--- src/hdl/dsadc_consts.svh ---
// constants for the dual sar conversion control block
// assumes inclusion by bare name from the package and the design modules
`ifndef DSADC_CONSTS_SVH
`define DSADC_CONSTS_SVH
`define DSADC_RES_BITS 14
`define DSADC_CNT_W 5
`define DSADC_READ_CLKS 5'h1c
`define DSADC_OSC_DIV 4'h4
`define DSADC_OSC_W 4
// wishbone register byte addresses
`define DSADC_ADDR_CTRL 4'h0
`define DSADC_ADDR_STAT 4'h4
`define DSADC_ADDR_IRQ 4'h8
`define DSADC_ADDR_MASK 4'hc
// status / irq bit positions
`define DSADC_IRQ_EOC 0
`define DSADC_IRQ_PD 1
`define DSADC_IRQ_BADSPAN 2
`define DSADC_IRQ_W 3
// control bit positions and the forbidden span code
`define DSADC_CTRL_EN 0
`define DSADC_SPAN_BAD 2'h3
`endif

--- src/hdl/dsadc_pkg.sv ---
// types shared by the conversion control block
// assumes the constants header is on the include path
`include "dsadc_consts.svh"
package dsadc_pkg;
    // conversion sequencer states
    typedef enum logic [2:0] {
        DSADC_IDLE,
        DSADC_CONV,
        DSADC_DONE,
        DSADC_PDOWN
    } dsadc_state_t;
endpackage : dsadc_pkg

--- src/hdl/dsadc_ctrl.sv ---
// conversion control for a dual 14-bit sar converter with a serial read port
// assumes pins arrive asynchronous to core_clk; comparators on core_clk
//
// The register addresses and register access over Wishbone are this design's own decisions.
`timescale 1ns/1ns
`include "dsadc_consts.svh"
module dsadc_ctrl
    import dsadc_pkg::*;
#(
    parameter int BITS = `DSADC_RES_BITS
) (
    input wire logic core_clk,
    input wire logic nrst,
    input wire logic conv_start_n, // pin
    input wire logic chan_select, // pin
    input wire logic reference_source_strap, // pin
    input wire logic span_select_lo, // pin
    input wire logic span_select_hi, // pin
    input wire logic chip_select_n, // pin
    input wire logic serial_clk, // pin, host clock
    input wire logic cmp_a_high, // comparator a
    input wire logic cmp_b_high, // comparator b
    output logic busy,
    output logic hold, // track-and-hold in hold
    output logic power_down,
    output logic internal_ref,
    output logic chan_pair,
    output logic [1:0] span_code,
    output logic [BITS-1:0] dac_a,
    output logic [BITS-1:0] dac_b,
    output logic result_line_a,
    output logic result_line_a_oe,
    output logic result_line_b,
    output logic result_line_b_oe,
    input wire logic [31:0] wb_adr_i,
    input wire logic [31:0] wb_dat_i,
    output logic [31:0] wb_dat_o,
    input wire logic [3:0] wb_sel_i,
    input wire logic wb_we_i,
    input wire logic wb_cyc_i,
    input wire logic wb_stb_i,
    output logic wb_ack_o,
    output logic irq
);
    // elaboration check: the frame counter and register layout assume 14 bits
    if (BITS != `DSADC_RES_BITS) begin : g_bits_check
        $error("dsadc_ctrl: only 14-bit supported");
    end

    // two-flop synchronisers for every pin
    logic [6:0] pin_m, pin_s, pin_d;
    always_ff @(posedge core_clk) begin
        if (!nrst) begin
            pin_m <= 7'h7f;
            pin_s <= 7'h7f;
            pin_d <= 7'h7f;
        end else begin
            pin_m <= {conv_start_n, chan_select, reference_source_strap, span_select_lo,
                span_select_hi, chip_select_n, serial_clk};
            pin_s <= pin_m;
            pin_d <= pin_s;
        end
    end
    logic cs_n_s, sclk_s, conv_n_s;
    assign conv_n_s = pin_s[6];
    assign cs_n_s = pin_s[1];
    assign sclk_s = pin_s[0];
    logic conv_fall, conv_rise, sclk_fall;
    assign conv_fall = pin_d[6] && !pin_s[6];
    assign conv_rise = !pin_d[6] && pin_s[6];
    assign sclk_fall = pin_d[0] && !sclk_s;

    // software enable from the control register
    logic ctrl_en;

    // internal conversion oscillator, independent of the host clock
    logic [`DSADC_OSC_W-1:0] osc_cnt;
    logic osc_tick;
    always_ff @(posedge core_clk) begin
        if (!nrst) begin
            osc_cnt <= '0;
            osc_tick <= 1'b0;
        end else begin
            osc_tick <= (osc_cnt == `DSADC_OSC_DIV - 4'h1);
            osc_cnt <= (osc_cnt == `DSADC_OSC_DIV - 4'h1) ? '0 : osc_cnt + 4'h1;
        end
    end

    dsadc_state_t state;
    logic start_pulse, done_a, done_b, got_a, got_b;
    logic [BITS-1:0] res_a, res_b;

    // sequencer: start, run, end-of-conversion and power-down
    always_ff @(posedge core_clk) begin
        if (!nrst) begin
            state <= DSADC_IDLE;
            start_pulse <= 1'b0;
            busy <= 1'b0;
            hold <= 1'b0;
            power_down <= 1'b0;
            got_a <= 1'b0;
            got_b <= 1'b0;
        end else begin
            start_pulse <= 1'b0;
            case (state)
                DSADC_IDLE: begin
                    // only the start pin controls power; a start also needs ctrl_en set
                    if (conv_fall && ctrl_en) begin
                        hold <= 1'b1;
                        start_pulse <= 1'b1; // both engines start together
                        busy <= 1'b1;
                        got_a <= 1'b0;
                        got_b <= 1'b0;
                        state <= DSADC_CONV;
                    end
                end
                DSADC_CONV: begin
                    if (done_a) got_a <= 1'b1;
                    if (done_b) got_b <= 1'b1;
                    if ((got_a || done_a) && (got_b || done_b)) state <= DSADC_DONE;
                end
                DSADC_DONE: begin
                    busy <= 1'b0;
                    hold <= 1'b0; // track again at busy fall
                    if (!conv_n_s) begin
                        power_down <= 1'b1;
                        state <= DSADC_PDOWN;
                    end else begin
                        state <= DSADC_IDLE;
                    end
                end
                DSADC_PDOWN: begin
                    if (conv_rise) begin
                        power_down <= 1'b0; // rising edge wakes the core
                        state <= DSADC_IDLE;
                    end
                end
                default: state <= DSADC_IDLE;
            endcase
        end
    end

    // channel pair latched at busy rise for the following conversion
    always_ff @(posedge core_clk) begin
        if (!nrst) begin
            chan_pair <= 1'b0; // first pair by default
        end else if (start_pulse) begin
            chan_pair <= pin_s[5];
        end
    end

    // straps and span followed only while idle so they stay put during a run
    always_ff @(posedge core_clk) begin
        if (!nrst) begin
            internal_ref <= 1'b0;
            span_code <= 2'h0;
        end else if (state == DSADC_IDLE) begin
            internal_ref <= pin_s[4]; // high selects internal for both
            span_code <= {pin_s[2], pin_s[3]};
        end
    end

    // two engines clocked by the same oscillator enable
    dsadc_sar #(.BITS(BITS)) u_sar_a (
        .core_clk(core_clk), .nrst(nrst), .start(start_pulse), .osc_tick(osc_tick),
        .cmp_high(cmp_a_high), .trial(dac_a), .result(res_a), .done(done_a));
    dsadc_sar #(.BITS(BITS)) u_sar_b (
        .core_clk(core_clk), .nrst(nrst), .start(start_pulse), .osc_tick(osc_tick),
        .cmp_high(cmp_b_high), .trial(dac_b), .result(res_b), .done(done_b));

    // output shift registers: a then b on line a, b then a on line b
    logic [2*BITS-1:0] shift_a, shift_b;
    logic [`DSADC_CNT_W-1:0] bit_cnt;
    always_ff @(posedge core_clk) begin
        if (!nrst) begin
            shift_a <= '0;
            shift_b <= '0;
            bit_cnt <= '0;
            result_line_a <= 1'b0;
            result_line_b <= 1'b0;
            result_line_a_oe <= 1'b0;
            result_line_b_oe <= 1'b0;
        end else begin
            // load once both results exist; held until next completion
            if (state == DSADC_DONE) begin
                shift_a <= {res_a, res_b};
                shift_b <= {res_b, res_a};
                bit_cnt <= '0;
            end else if (cs_n_s) begin
                bit_cnt <= '0;
            end else if (sclk_fall && !busy && bit_cnt != `DSADC_READ_CLKS) begin
                // advance on host clock only after conversion
                shift_a <= {shift_a[2*BITS-2:0], 1'b0};
                shift_b <= {shift_b[2*BITS-2:0], 1'b0};
                bit_cnt <= bit_cnt + 5'h1; // stops after 28
            end
            result_line_a <= shift_a[2*BITS-1]; // msb first
            result_line_b <= shift_b[2*BITS-1];
            // drive until chip select rises, not after last clock
            result_line_a_oe <= !cs_n_s;
            result_line_b_oe <= !cs_n_s;
        end
    end

    // interrupt status, set-wins-over-clear, write one to clear
    logic [`DSADC_IRQ_W-1:0] irq_stat, irq_mask, irq_set;
    logic wb_hit;
    assign wb_hit = wb_cyc_i && wb_stb_i && !wb_ack_o;
    always_comb begin
        irq_set = '0;
        irq_set[`DSADC_IRQ_EOC] = (state == DSADC_DONE);
        irq_set[`DSADC_IRQ_PD] = (state == DSADC_DONE) && !conv_n_s;
        irq_set[`DSADC_IRQ_BADSPAN] = start_pulse && (span_code == `DSADC_SPAN_BAD);
    end
    always_ff @(posedge core_clk) begin
        if (!nrst) begin
            irq_stat <= '0;
        end else begin
            if (wb_hit && wb_we_i && wb_sel_i[0] && wb_adr_i[3:0] == `DSADC_ADDR_IRQ) begin
                irq_stat <= (irq_stat & ~wb_dat_i[`DSADC_IRQ_W-1:0]) | irq_set;
            end else begin
                irq_stat <= irq_stat | irq_set;
            end
        end
    end
    always_ff @(posedge core_clk) begin
        if (!nrst) begin
            irq <= 1'b0;
        end else begin
            irq <= |(irq_stat & irq_mask);
        end
    end

    // wishbone classic slave: ack one cycle after request, unmapped reads zero
    always_ff @(posedge core_clk) begin
        if (!nrst) begin
            wb_ack_o <= 1'b0;
            wb_dat_o <= '0;
            ctrl_en <= 1'b1;
            irq_mask <= '0;
        end else begin
            wb_ack_o <= wb_hit;
            wb_dat_o <= '0;
            if (wb_hit) begin
                if (wb_adr_i[3:0] == `DSADC_ADDR_CTRL) begin
                    if (wb_we_i && wb_sel_i[0]) ctrl_en <= wb_dat_i[`DSADC_CTRL_EN];
                    wb_dat_o <= {31'h0, ctrl_en};
                end else if (wb_adr_i[3:0] == `DSADC_ADDR_STAT) begin
                    wb_dat_o <= {26'h0, span_code, internal_ref, chan_pair, power_down, busy};
                end else if (wb_adr_i[3:0] == `DSADC_ADDR_IRQ) begin
                    wb_dat_o <= {29'h0, irq_stat};
                end else if (wb_adr_i[3:0] == `DSADC_ADDR_MASK) begin
                    if (wb_we_i && wb_sel_i[0]) irq_mask <= wb_dat_i[`DSADC_IRQ_W-1:0];
                    wb_dat_o <= {29'h0, irq_mask};
                end
            end
        end
    end
endmodule : dsadc_ctrl

--- src/hdl/dsadc_sar.sv ---
// one successive approximation search engine
// assumes a one-cycle oscillator enable and a comparator input on the same clock
`timescale 1ns/1ns
`include "dsadc_consts.svh"
module dsadc_sar
    import dsadc_pkg::*;
#(
    parameter int BITS = `DSADC_RES_BITS
) (
    input wire logic core_clk,
    input wire logic nrst,
    input wire logic start, // one-cycle pulse, begins a search
    input wire logic osc_tick, // internal oscillator enable
    input wire logic cmp_high, // comparator: sample above trial level
    output logic [BITS-1:0] trial, // dac trial code
    output logic [BITS-1:0] result,
    output logic done // one-cycle pulse at completion
);
    // elaboration check: a search needs at least a sign bit and one more
    if (BITS < 2) begin : g_bits_check
        $error("dsadc_sar: resolution too small");
    end

    logic [BITS-1:0] bit_mask; // current bit under test, walks msb to lsb
    logic running;

    // binary search: keep each trial bit while the comparator still says higher
    always_ff @(posedge core_clk) begin
        if (!nrst) begin
            trial <= '0;
            bit_mask <= '0;
            running <= 1'b0;
            done <= 1'b0;
            result <= '0;
        end else begin
            done <= 1'b0;
            if (start) begin
                trial <= {1'b1, {(BITS-1){1'b0}}};
                bit_mask <= {1'b1, {(BITS-1){1'b0}}};
                running <= 1'b1;
            end else if (running && osc_tick) begin
                // charge balanced when the last bit is decided
                if (bit_mask[0]) begin
                    running <= 1'b0;
                    done <= 1'b1;
                    // offset-binary search to two's complement output code
                    result <= (cmp_high ? trial : (trial & ~bit_mask))
                        ^ {1'b1, {(BITS-1){1'b0}}};
                end else begin
                    trial <= (cmp_high ? trial : (trial & ~bit_mask)) | (bit_mask >> 1);
                end
                bit_mask <= bit_mask >> 1;
            end
        end
    end
endmodule : dsadc_sar

--- config.mk ---
export PLATFORM = sky130hd
export DESIGN_NAME = dsadc_ctrl
export DESIGN_NICKNAME = d
export VERILOG_FILES = /design/src/hdl/dsadc_pkg.sv /design/src/hdl/dsadc_ctrl.sv /design/src/hdl/dsadc_sar.sv
export VERILOG_INCLUDE_DIRS = /design/src /design/src/hdl
export SDC_FILE = /design/constraint.sdc
export NUM_CORES = 1
export LEC_CHECK = 0
export ABC_AREA = 1
export CAP_MARGIN = 20
export CORE_ASPECT_RATIO = 1.1
export CORE_MARGIN = 8
export CORE_UTILIZATION = 50
export DETAILED_ROUTE_END_ITERATION = 10
export DONT_BUFFER_PORTS = 1
export GPL_ROUTABILITY_DRIVEN = 0
export HOLD_SLACK_MARGIN = 0.05
export SYNTH_ARGS = -nofsm -noshare
export SYNTH_HDL_FRONTEND = slang
export SYNTH_SLANG_ARGS = --single-unit
export TNS_END_PERCENT = 1
--- constraint.sdc ---
create_clock -name core_clk -period 2.2 [get_ports core_clk]
set_input_delay 0.22 -clock core_clk [delete_from_list [all_inputs] [get_ports core_clk]]
set_output_delay 0.22 -clock core_clk [all_outputs]
set_load 0.01 [all_outputs]
==> metrics, run 1 <==
Core Region 16900 sq um; Max VDD drop between 0.0005 and 0.0006 V; CP endpoint kind flip-flop; initial core utilization 0.505; gr ovfl total 0; period utilization 0.812; Final Critical Period approximately 1.8 ns; Synth area leaders dfxtp_1 47%, nand2_1 13%, nand3_1 6.2%; Synth Area in XOR/XNOR 0.00103; MaxCap Viol Count 0; wire length per cell between 10 and 15 um; global-route wire length before repair ~30000 um; Synth Area in Compound Gates 0.112; clk_lat worst skew between 0.4 and 0.5 ns; Synth top area share 0.467; Power Density just under 1000 nW/um^2; worst-path cell chain inv_1 > nand3_1 > nor2_1 > inv_1 > o21ai_0 > nand3_1 > dlygate4sd3_1; critical path fanouts, max 5; Routed Antenna Nets 0; Clk pin slew, worst setup/hold paths 0.08 ns; area overhead of the layout relative to synthesis 9.61%; Die Y-Extent 153 um; GRT Util Overall 0.173; Leak Pwr roughly 4 nW; relative slew slack 0.616; Crit Path Class flip-flop to flip-flop; routed vias approximately 6800; DR pass1 iterations 4; Hold WC Path Type input pin to flip-flop; main combinational cell family by area after synthesis simple AND/OR/NAND/NOR gates; post-synthesis sequential area ratio 0.467; Critical-path top delay cell dlygate4sd3_1; clock buffer depth 2; largest area contributor in the netlist dfxtp_1; clk sink count 199; Die X ~140 um; layout cell share with drive strength beyond 1 0.0750; I/O Buffers 0; number of distinct library cells after synthesis 35; final setup violating endpoints 0; CTS H-tree lvls 4; Synth Cell Area 8530 sq um; #FFs+latches synth just under 200; RSZ-0062 raised after global routing no; max incr delay on CP between 0.5 and 0.6 ns; hpwl dp 11900 um; critical path startpoint category flip-flop; clk_skew approximately 0.012 ns; adder-cell share of the synthesized area 0.00440; Fin Setup TNS 0 ns; Inserted Clock Buffers 17; CTS tree yes; initial drt markers between 400 and 500; n_diodes 0; postcts setup bufs 0; Worst Tran Pin Value 0.574 ns; delay-heaviest family, CP buffers and inverters; status complete, no violations; post-synthesis average cell area 7.23 sq um; synthesized instance count between 1000 and 1500; Die ar. 21500 sq um; Nets 1258; initial antenna violation count 0; crit path buf inv count 3; Synth warnings 0; Synth Area in Simple Gates 0.292; hold_ws 0.0734 ns; Final Hold Violating Endpoints 0; vias per cell approximately 4.9; CTS Root Cell clkbuf_16; num rows 50; Post-Route WL 18200 um; # IOs 155; DRC viols 0; Max Slew Vio Count 0; maximum number of pins on one net before global-route repair 98; Worst EP required between 2 and 3 ns; number of global-route vias before repair 6201; portion of netlist area occupied by mux cells 0; WP data arrival 2.11 ns; Max Fclk 0.560 GHz
final timing paths:
check	startpoint	endpoint	slack (ns)	cells past startpoint
worst min register to register	pin_m[6]	pin_s[6]	0.41	1
worst max-delay path	wb_ack_o	ctrl_en	0.41	7
worst max register to register	wb_ack_o	ctrl_en	0.41	7
worst min-delay path	cmp_b_high	u_sar_b.result[9]	0.07	2
metal layers:
metal / GRT usage / wire (um)
met1: 0.233 / 9000
met2: 0.265 / 8060
met3: 0.0445 / 936
met4: 0.0538 / 185
met5: 0 / 0
where the power goes:
group | switching, mW | internal (mW) | total [mW]
sequential | 0.247 | 3.99 | 4.23
combinational | 1.17 | 0.664 | 1.84
clock | 1.56 | 1.66 | 3.22
total | 2.98 | 6.31 | 9.29
worst reg2reg max path: stages, from the launching register on:
cell and delay, ns:
dfxtp_1 0.35, inv_1 0.06, nand3_1 0.07, nor2_1 0.28, inv_1 0.10, o21ai_0 0.16
nand3_1 0.09, dlygate4sd3_1 0.57
state kept, by name (all words and copies together) (netlist names), 3 cells and up:
register and cells:
bit_cnt 5, shift_b 28, u_sar_b.result 14, wb_dat_o 6, u_sar_a.result 14, osc_cnt 4, u_sar_a.bit_mask 14, pin_s 7
pin_m 7, shift_a 28, irq_mask 3, u_sar_b.bit_mask 14, u_sar_a.trial 14, u_sar_b.trial 14, irq_stat 3
logic make-up (layout without fill, tap and decap cells):
| family | after synthesis | count (layout) |
|---|---|---|
| flip-flops | 199 | 199 |
| AND/OR/NAND/NOR | 575 | 575 |
| XOR/XNOR | 1 | 1 |
| other | 1 | 26 |
| buffers and inverters | 220 | 202 |
| adder cells (fa/ha/maj) | 3 | 3 |
| AO/OA/AOI/OAI | 180 | 180 |
cell type report:
type                       instances  area, sq um
sequential                       199         3980
multi-input combinational        785         3590
clock buffer                      17          425
inverter                         134          503
timing repair buffer              36          380
fill                            1654         7550
tap                              208          260
clock inverter                    15          205
repair_timing:
| item | 4_1_cts | 5_1_grt |
|---|---|---|
| endpoints found under the setup margin | 0 | 0 |
| resized for setup | 0 | 0 |
| endpoints found under the hold margin | 116 | 0 |
| hold buffers | 22 | 0 |
Yosys cell counts:
master    instances
nand2_2           4
o21a_1            1
buf_2            32
nor2_1          140
nand3_2           1
nand2_1         286
buf_1             4
nor2_4            2
inv_2             5
o21ai_0          98
nor3_1            2
a31oi_1          11
or2_2            16
nand4_1           5
nor3_4            1
clkbuf_1         12
o211a_1           1
nand3_1         105
nand3b_1          1
dfxtp_1         199
inv_1           129
nand2_8           1
buf_6             8
a21boi_0          2
buf_4            29
o211ai_1         10
nand2_4          10
xor2_1            1
buf_12            1
ha_1              3
a21oi_1          54
conb_1            1
o31ai_1           1
nor2_2            1
o21ai_1           2
per-stage QoR:
stage	utilization	instance area (sq um)	instances	setup WS, ns	total power, mW
global placement	0.502	8480	1340	0.516	6.09
global route	0.553	9350	1394	0.250	9.88
CTS	0.553	9350	1394	0.428	9.39
floorplan	-	8620	1204	0.793	5.91
detailed placement	0.502	8480	1340	0.492	6.11
finish	0.553	9350	1394	0.413	9.29
placed cells by master, fill, tap and decap left out, types with 4 or more instances in the layout:
cell	n
a21oi_1	54
inv_2	5
inv_1	129
nand2_1	286
a31oi_1	11
nand3_1	105
o211ai_1	10
dlygate4sd3_1	21
nand2_2	4
dfxtp_1	199
clkinv_8	5
o21ai_0	98
clkbuf_16	17
buf_4	11
nand2_4	10
or2_2	16
nor2_1	139
conb_1	26
nand4_1	5
Note: power is estimated with default switching activity, not from simulation.
==> inputs of run 2 (changes only) <==
--- a/config.mk
+++ b/config.mk
@@ -6,7 +6,7 @@
 export SDC_FILE = /design/constraint.sdc
 export NUM_CORES = 1
 export LEC_CHECK = 0
-export ABC_AREA = 1
+export ABC_AREA = 0
 export CAP_MARGIN = 20
 export CORE_ASPECT_RATIO = 1.1
 export CORE_MARGIN = 8
==> constraint.sdc (replaced) <==
create_clock -name core_clk -period 1.7 [get_ports core_clk]
set_input_delay 0.17 -clock core_clk [delete_from_list [all_inputs] [get_ports core_clk]]
set_output_delay 0.17 -clock core_clk [all_outputs]
set_load 0.01 [all_outputs]
==> run 2 against run 1 <==
Against the previous run:
- global-route usage grew 2.3 points
- synthesized cell count shrank 25%
- non-clock buffer count grew 33
- utilization grew 3.3 points
- routed wire length grew 13%
- critical path type unchanged
- first-iteration DRC count grew 15%
- total power grew 2.6%
- via count shrank 2.4%
- combinational power shrank 81%
==> metrics, run 2 <==
Leak Pwr 3.04 nW (was 4.12 nW); maximum number of pins on one net before global-route repair 77 (was 98); Fin Setup TNS 0 ns (unchanged); NetSw 1.98 mW (was 2.98 mW); routed vias 6626 (was 6789); Layout Utilization 0.587 (was 0.553); period utilization 0.965 (was 0.812); wire length per cell 18.4 um (was 13.0 um); critical path fanouts, max 14 (was 5); leading cell type in the layout, fill and taps excluded dfxtp_1 (was nand2_1); initial core utilization 0.513 (was 0.505); DR pass1 iterations 5 (was 4); # IOs 155 (unchanged); Core Region 15700 sq um (was 16900 sq um); #FFs+latches synth 199 (unchanged); layout cell share with drive strength beyond 1 0.0906 (was 0.0750); number of global-route vias before repair 6374 (was 6201); power share of the clock group 0.463 (was 0.347); Synth area leaders dfxtp_1 49%, nand2_1 8.8%, a311oi_1 6.1% (was dfxtp_1 47%, nand2_1 13%, nand3_1 6.2%); initial drt markers 503 (was 439); n_diodes 0 (unchanged); Hold WC Path Type input pin to flip-flop (unchanged); largest area contributor in the netlist dfxtp_1 (unchanged); Crit Path Class flip-flop to flip-flop (unchanged); CTS tree yes (unchanged); initial antenna violation count 0 (unchanged); delay-heaviest family, CP buffers and inverters (unchanged); WP data arrival 1.98 ns (was 2.11 ns); Flop pwr share 0.499 (was 0.456); Routed Antenna Nets 0 (unchanged); commonest non-fill, non-tap cells in the layout 199 x dfxtp_1, 190 x nand2_1, 56 x a211oi_1, 56 x a311oi_1, 55 x a21oi_1 (was 286 x nand2_1, 199 x dfxtp_1, 139 x nor2_1); part of the power in combinational logic 0.037 (was 0.198); fillers 1385 (was 1654); gr ovfl total 0 (unchanged); Post-Route WL 20500 um (was 18200 um); total power 9.54 mW (was 9.29 mW); crit path buf inv count 4 (was 3); Synth top area share 0.494 (was 0.467); global-route wire length before repair 32500 um (was 30700 um); clock buffer depth 2 (unchanged); number of synthesized flops with an enable pin 0 (unchanged); area overhead of the layout relative to synthesis 14.4% (was 9.61%); Max VDD drop 0.000745 V (was 0.000575 V); post-synthesis sequential area ratio 0.494 (was 0.467); async set or reset register ratio after synthesis 0 (unchanged); clk_lat worst skew 0.43 ns (was 0.44 ns); final setup violating endpoints 0 (unchanged); Max Slew Vio Count 0 (unchanged); DRC viols 0 (unchanged); Regs by FF count shift_a: 28 flops, shift_b: 28 flops (unchanged); synthesized instance count 888 (was 1179); Die Y-Extent 149 um (was 153 um); Die ar. 20500 sq um (was 21500 sq um); MaxCap Viol Count 0 (unchanged); Power Density 1030 nW/um^2 (was 994 nW/um^2); commonest cells in the netlist 199 x dfxtp_1, 190 x nand2_1, 56 x a211oi_1, 56 x a311oi_1, 55 x a21oi_1 (was 286 x nand2_1, 199 x dfxtp_1, 140 x nor2_1, 129 x inv_1, 105 x nand3_1); Synth warnings 0 (unchanged); Synth Cell Area 8070 sq um (was 8530 sq um); relative slew slack 0.524 (was 0.616); vias per cell 5.94 (was 4.87); GRT Util Overall 0.196 (was 0.173); CP endpoint kind flip-flop (unchanged); internal power 7.56 mW (was 6.31 mW); Final Hold Violating Endpoints 0 (unchanged); Sw Ratio 0.208 (was 0.321); hpwl dp 12300 um (was 11900 um); Max Fclk 0.610 GHz (was 0.560 GHz); worst-path cell chain inv_1 > ha_1 > buf_4 > nand4_1 > buf_4 > buf_6 > a211oi_1 > a311oi_1 (was inv_1 > nand3_1 > nor2_1 > inv_1 > o21ai_0 > nand3_1 > dlygate4sd3_1); I/O Buffers 0 (unchanged); max incr delay on CP 0.33 ns (was 0.57 ns); status complete, no violations (unchanged); Final Critical Period 1.64 ns (was 1.79 ns); post-synthesis average cell area 9.09 sq um (was 7.23 sq um); CTS H-tree lvls 4 (unchanged); most frequent CP cell buf_4; Clk pin slew, worst setup/hold paths 0.07 ns (was 0.08 ns); num rows 48 (was 50); most common cell in the netlist dfxtp_1 (was nand2_1); RSZ-0062 raised after global routing yes (was no); Main synth FF type dfxtp_1 (unchanged); hold_ws 0.0641 ns (was 0.0734 ns); Worst Tran Pin Value 0.708 ns (was 0.574 ns); Critical-path top delay cell dfxtp_1 (was dlygate4sd3_1); Inserted Clock Buffers 17 (unchanged); Nets 988 (was 1258); clk_skew 0.00911 ns (was 0.0121 ns); CTS Root Cell clkbuf_16 (unchanged); Worst EP required 2.04 ns (was 2.52 ns); critical path startpoint category flip-flop (unchanged); clk sink count 199 (unchanged); number of distinct library cells after synthesis 58 (was 35); Die X 137 um (was 141 um)
## run 2: cell count changes in the layout (fill, tap and decap cells not counted), sizes merged, moves of 7 or more
cell / before / now
a31oi: 11 / 2
o211ai: 10 / 1
dlygate4sd3: 21 / 28
nand2: 301 / 190
buf: 15 / 39
a311oi: 0 / 56
a211oi: 0 / 56
inv: 140 / 12
a32o: 0 / 37
o21ai: 100 / 14
or2: 16 / 0
nand2b: 0 / 45
nand3: 106 / 21
nor2: 143 / 22
## run 2: final timing paths
check / from / to / slack, ns / cells past startpoint
worst max-delay path: bit_cnt[0] / shift_a[18] / 0.06 / 8
worst min-delay path: cmp_a_high / u_sar_a.result[4] / 0.06 / 3
worst max register to register: bit_cnt[0] / shift_a[18] / 0.06 / 8
worst min register to register: pin_m[4] / pin_s[4] / 0.41 / 1
## run 2: worst reg2reg max path, delay by kind of cell, from the launching register on
family,cells,cell delay (ns)
DFF,1,0.33
and+or+nand+nor,1,0.08
adders and majority gates,1,0.21
AOI/OAI and AO/OA,2,0.38
buffers and inverters,4,0.56
## run 2: cells by family (layout without fill, tap and decap cells)
group | after synthesis | count (layout) | synth area share
other cells | 1 | 26 | 0.000465
fa+ha+maj | 3 | 3 | 0.00465
mux | 7 | 7 | 0.00899
compound gates | 246 | 246 | 0.231
simple gates | 321 | 321 | 0.186
buf+inv | 110 | 113 | 0.0746
flops | 199 | 199 | 0.494
xor+xnor | 1 | 1 | 0.00109
## run 2: cell type report
class                   count  area, sq um  area share
clock buffers              21          460      0.0499
well taps                 200          250      0.0271
repair buffers             69          706      0.0764
flip-flops and latches    199         3980       0.432
multi-input cells         604         3590       0.389
inverters                  12         45.0     0.00488
clock inverters            11          196      0.0213
## run 2: what timing repair did
| action | CTS | global route |
|---|---|---|
| setup endpoints to repair | 1 | 56 |
| gates cloned | 0 | 4 |
| setup buffers | 0 | 3 |
| pin swaps | 0 | 3 |
| hold buffers | 29 | 0 |
| gates resized for setup | 0 | 3 |
| hold endpoints to repair | 65 | 0 |
## run 2: stage by stage
stage / setup slack, ns / instance area (sq um) / std cells
floorplan: 0.0196 / 8170 / 913
global placement: 0.0659 / 8170 / 1047
detailed placement: 0.0217 / 8170 / 1047
CTS: -0.00560 / 9130 / 1108
global route: -0.0253 / 9230 / 1116
finish: 0.0603 / 9230 / 1116
## run 2: per-layer routing
metal / part of all wire / up-vias / wire length (um) / track usage
met2: 0.49 / 197 / 9970 / 0.319
met5: 0 / - / 0 / 0
met3: 0.054 / 31 / 1110 / 0.0401
met4: 0.019 / 0 / 393 / 0.0783
met1: 0.44 / 3201 / 9030 / 0.247
li1: - / 3197 / - / -
## run 2: power by group through the flow
stage	Clock, mW	Sequential, mW	Combinational, mW
floorplan	0	4.86	0.265
global placement	0	4.87	0.255
detailed placement	0	4.87	0.262
CTS	4.50	4.76	0.346
global route	4.67	4.77	0.388
finish	4.42	4.76	0.356
==> inputs of run 3 (changes only) <==
--- a/config.mk
+++ b/config.mk
@@ -9,7 +9,7 @@
 export ABC_AREA = 0
 export CAP_MARGIN = 20
 export CORE_ASPECT_RATIO = 1.1
-export CORE_MARGIN = 8
+export CORE_MARGIN = 2
 export CORE_UTILIZATION = 50
 export DETAILED_ROUTE_END_ITERATION = 10
 export DONT_BUFFER_PORTS = 1
==> run 3 against run 2 <==
Against the previous run:
- sequential share of layout area increased by 0.64 points
- total power decreased by 5.0%
- highest routed layer unchanged
- critical path type unchanged
- clock power decreased by 11%
- worst hold slack got worse by 0.0019 ns
- clock skew about the same
==> metrics, run 3 (synthesis gave the netlist of run 2 again) <==
gr ovfl total 0 (unchanged); internal power 7.04 mW (was 7.56 mW); I/O Buffers 0 (unchanged); RSZ-0062 raised after global routing yes (unchanged); Regs by FF count shift_a: 28 flops, shift_b: 28 flops (unchanged); Crit Path Class flip-flop to flip-flop (unchanged); Die X 125 um (was 137 um); initial antenna violation count 0 (unchanged); Sw Ratio 0.222 (was 0.208); Max Slew Vio Count 0 (unchanged); Area after DPL 8180 sq um (was 8170 sq um); clk_skew 0.00869 ns (was 0.00911 ns); final instance area 9100 sq um (was 9230 sq um); critical path startpoint category flip-flop (unchanged); leading cell type in the layout, fill and taps excluded dfxtp_1 (unchanged); initial drt markers 465 (was 503); DR pass1 iterations 5 (unchanged); WP data arrival 1.96 ns (was 1.98 ns); layout cell share with drive strength beyond 1 0.0912 (was 0.0906); CTS tree yes (unchanged); Worst Tran Pin Value 0.623 ns (was 0.708 ns); initial core utilization 0.513 (unchanged); Flop pwr share 0.526 (was 0.499); DRC viols 0 (unchanged); wire length per cell 17.3 um (was 18.4 um); routed vias 6508 (was 6626); fillers 1399 (was 1385); critical path fanouts, max 28 (was 14); Worst EP required 1.99 ns (was 2.04 ns); maximum number of pins on one net before global-route repair 57 (was 77); # IOs 155 (unchanged); total power 9.06 mW (was 9.54 mW); global-route wire length before repair 30900 um (was 32500 um); Fin Setup TNS 0 ns (unchanged); Nets 982 (was 988); Hold WC Path Type input pin to flip-flop (unchanged); num rows 48 (unchanged); NetSw 2.01 mW (was 1.98 mW); Max Fclk 0.600 GHz (was 0.610 GHz); CTS Root Cell clkbuf_16 (unchanged); Die ar. 17200 sq um (was 20500 sq um); final setup violating endpoints 0 (unchanged); CTS H-tree lvls 4 (unchanged); period utilization 0.981 (was 0.965); status complete, no violations (unchanged); area of the multi-input gates 3600 sq um (was 3590 sq um); part of the power in combinational logic 0.038 (was 0.037); Power Density 996 nW/um^2 (was 1030 nW/um^2); Post-Route WL 19200 um (was 20500 um); Clk pin slew, worst setup/hold paths 0.07 ns (about the same); number of global-route vias before repair 6086 (was 6374); hpwl dp 12100 um (was 12300 um); CP endpoint kind flip-flop (unchanged); Final Hold Violating Endpoints 0 (unchanged); Final Critical Period 1.67 ns (was 1.64 ns); relative slew slack 0.584 (was 0.524); clock buffer depth 2 (unchanged); Die Y-Extent 137 um (was 149 um); clk sink count 199 (unchanged); Leak Pwr 3.00 nW (was 3.04 nW); FF+latch area 3980 sq um (unchanged); commonest non-fill, non-tap cells in the layout 199 x dfxtp_1, 190 x nand2_1, 56 x a211oi_1, 56 x a311oi_1, 55 x a21oi_1 (unchanged); Inserted Clock Buffers 17 (unchanged); GRT Util Overall 0.220 (was 0.196); Routed Antenna Nets 0 (unchanged); Max VDD drop 0.000723 V (was 0.000745 V); clk_lat worst skew 0.43 ns (about the same); MaxCap Viol Count 0 (unchanged); area overhead of the layout relative to synthesis 12.7% (was 14.4%); vias per cell 5.86 (was 5.94); power share of the clock group 0.436 (was 0.463); n_diodes 0 (unchanged); Core Region 15700 sq um (unchanged)
-- run 3: cell type report --
| class | instances | area share |
|---|---|---|
| clock inverters | 13 | 0.0162 |
| inverters | 12 | 0.00495 |
| flip-flops and latches | 199 | 0.438 |
| well taps | 200 | 0.0275 |
| multi-input cells | 604 | 0.396 |
| clock buffers | 19 | 0.0476 |
| repair buffers | 63 | 0.0700 |
-- run 3: worst paths after layout --
check / slack [ns] / startpoint / to / cells after the start
setup / recovery: 0.03 / pin_s[0] / shift_a[12] / 5
setup reg to reg: 0.03 / pin_s[0] / shift_a[12] / 5
hold / removal: 0.06 / cmp_a_high / u_sar_a.result[8] / 3
hold reg to reg: 0.41 / pin_m[0] / pin_s[0] / 1
-- run 3: what timing repair did --
action | CTS | global route
gates cloned | 0 | 2
setup buffers | 0 | 2
hold endpoints to repair | 64 | 0
setup endpoints to repair | 2 | 71
pin swaps | 0 | 27
hold buffers | 26 | 0
gates resized for setup | 1 | 4
-- run 3: per-layer routing --
layer / vias up / share of wire / GRT usage
met5: - / 0 / 0
met4: 0 / 0.011 / 0.0704
met3: 20 / 0.048 / 0.0462
met2: 153 / 0.48 / 0.356
met1: 3153 / 0.46 / 0.297
li1: 3182 / - / -
-- run 3: power by group through the flow --
| stage | Sequential (mW) | Combinational (mW) | Clock [mW] |
|---|---|---|---|
| after detailed placement | 4.87 | 0.264 | 0 |
| after CTS | 4.76 | 0.337 | 4.05 |
| final | 4.76 | 0.344 | 3.95 |
| after floorplan | 4.86 | 0.265 | 0 |
| after global routing | 4.77 | 0.379 | 4.21 |
| after global placement | 4.87 | 0.257 | 0 |
-- run 3: critical path: stages, from the launching register on --
cell and delay [ns]:
dfxtp_1 0.36, or3b_1 0.43, o31ai_4 0.27, buf_4 0.16, buf_12 0.17, a311oi_1 0.12
-- run 3: through the flow --
step | instances | hold slack (ns) | utilization | worst slack [ns]
2_1_floorplan | 913 | 0.265 | - | 0.0196
3_3_place_gp | 1048 | 0.249 | 0.520 | 0.0655
3_5_place_dp | 1048 | 0.250 | 0.520 | -0.00757
4_1_cts | 1106 | 0.0511 | 0.574 | 0.00428
5_1_grt | 1110 | 0.0576 | 0.578 | -0.0361
6_report | 1110 | 0.0622 | 0.578 | 0.0330
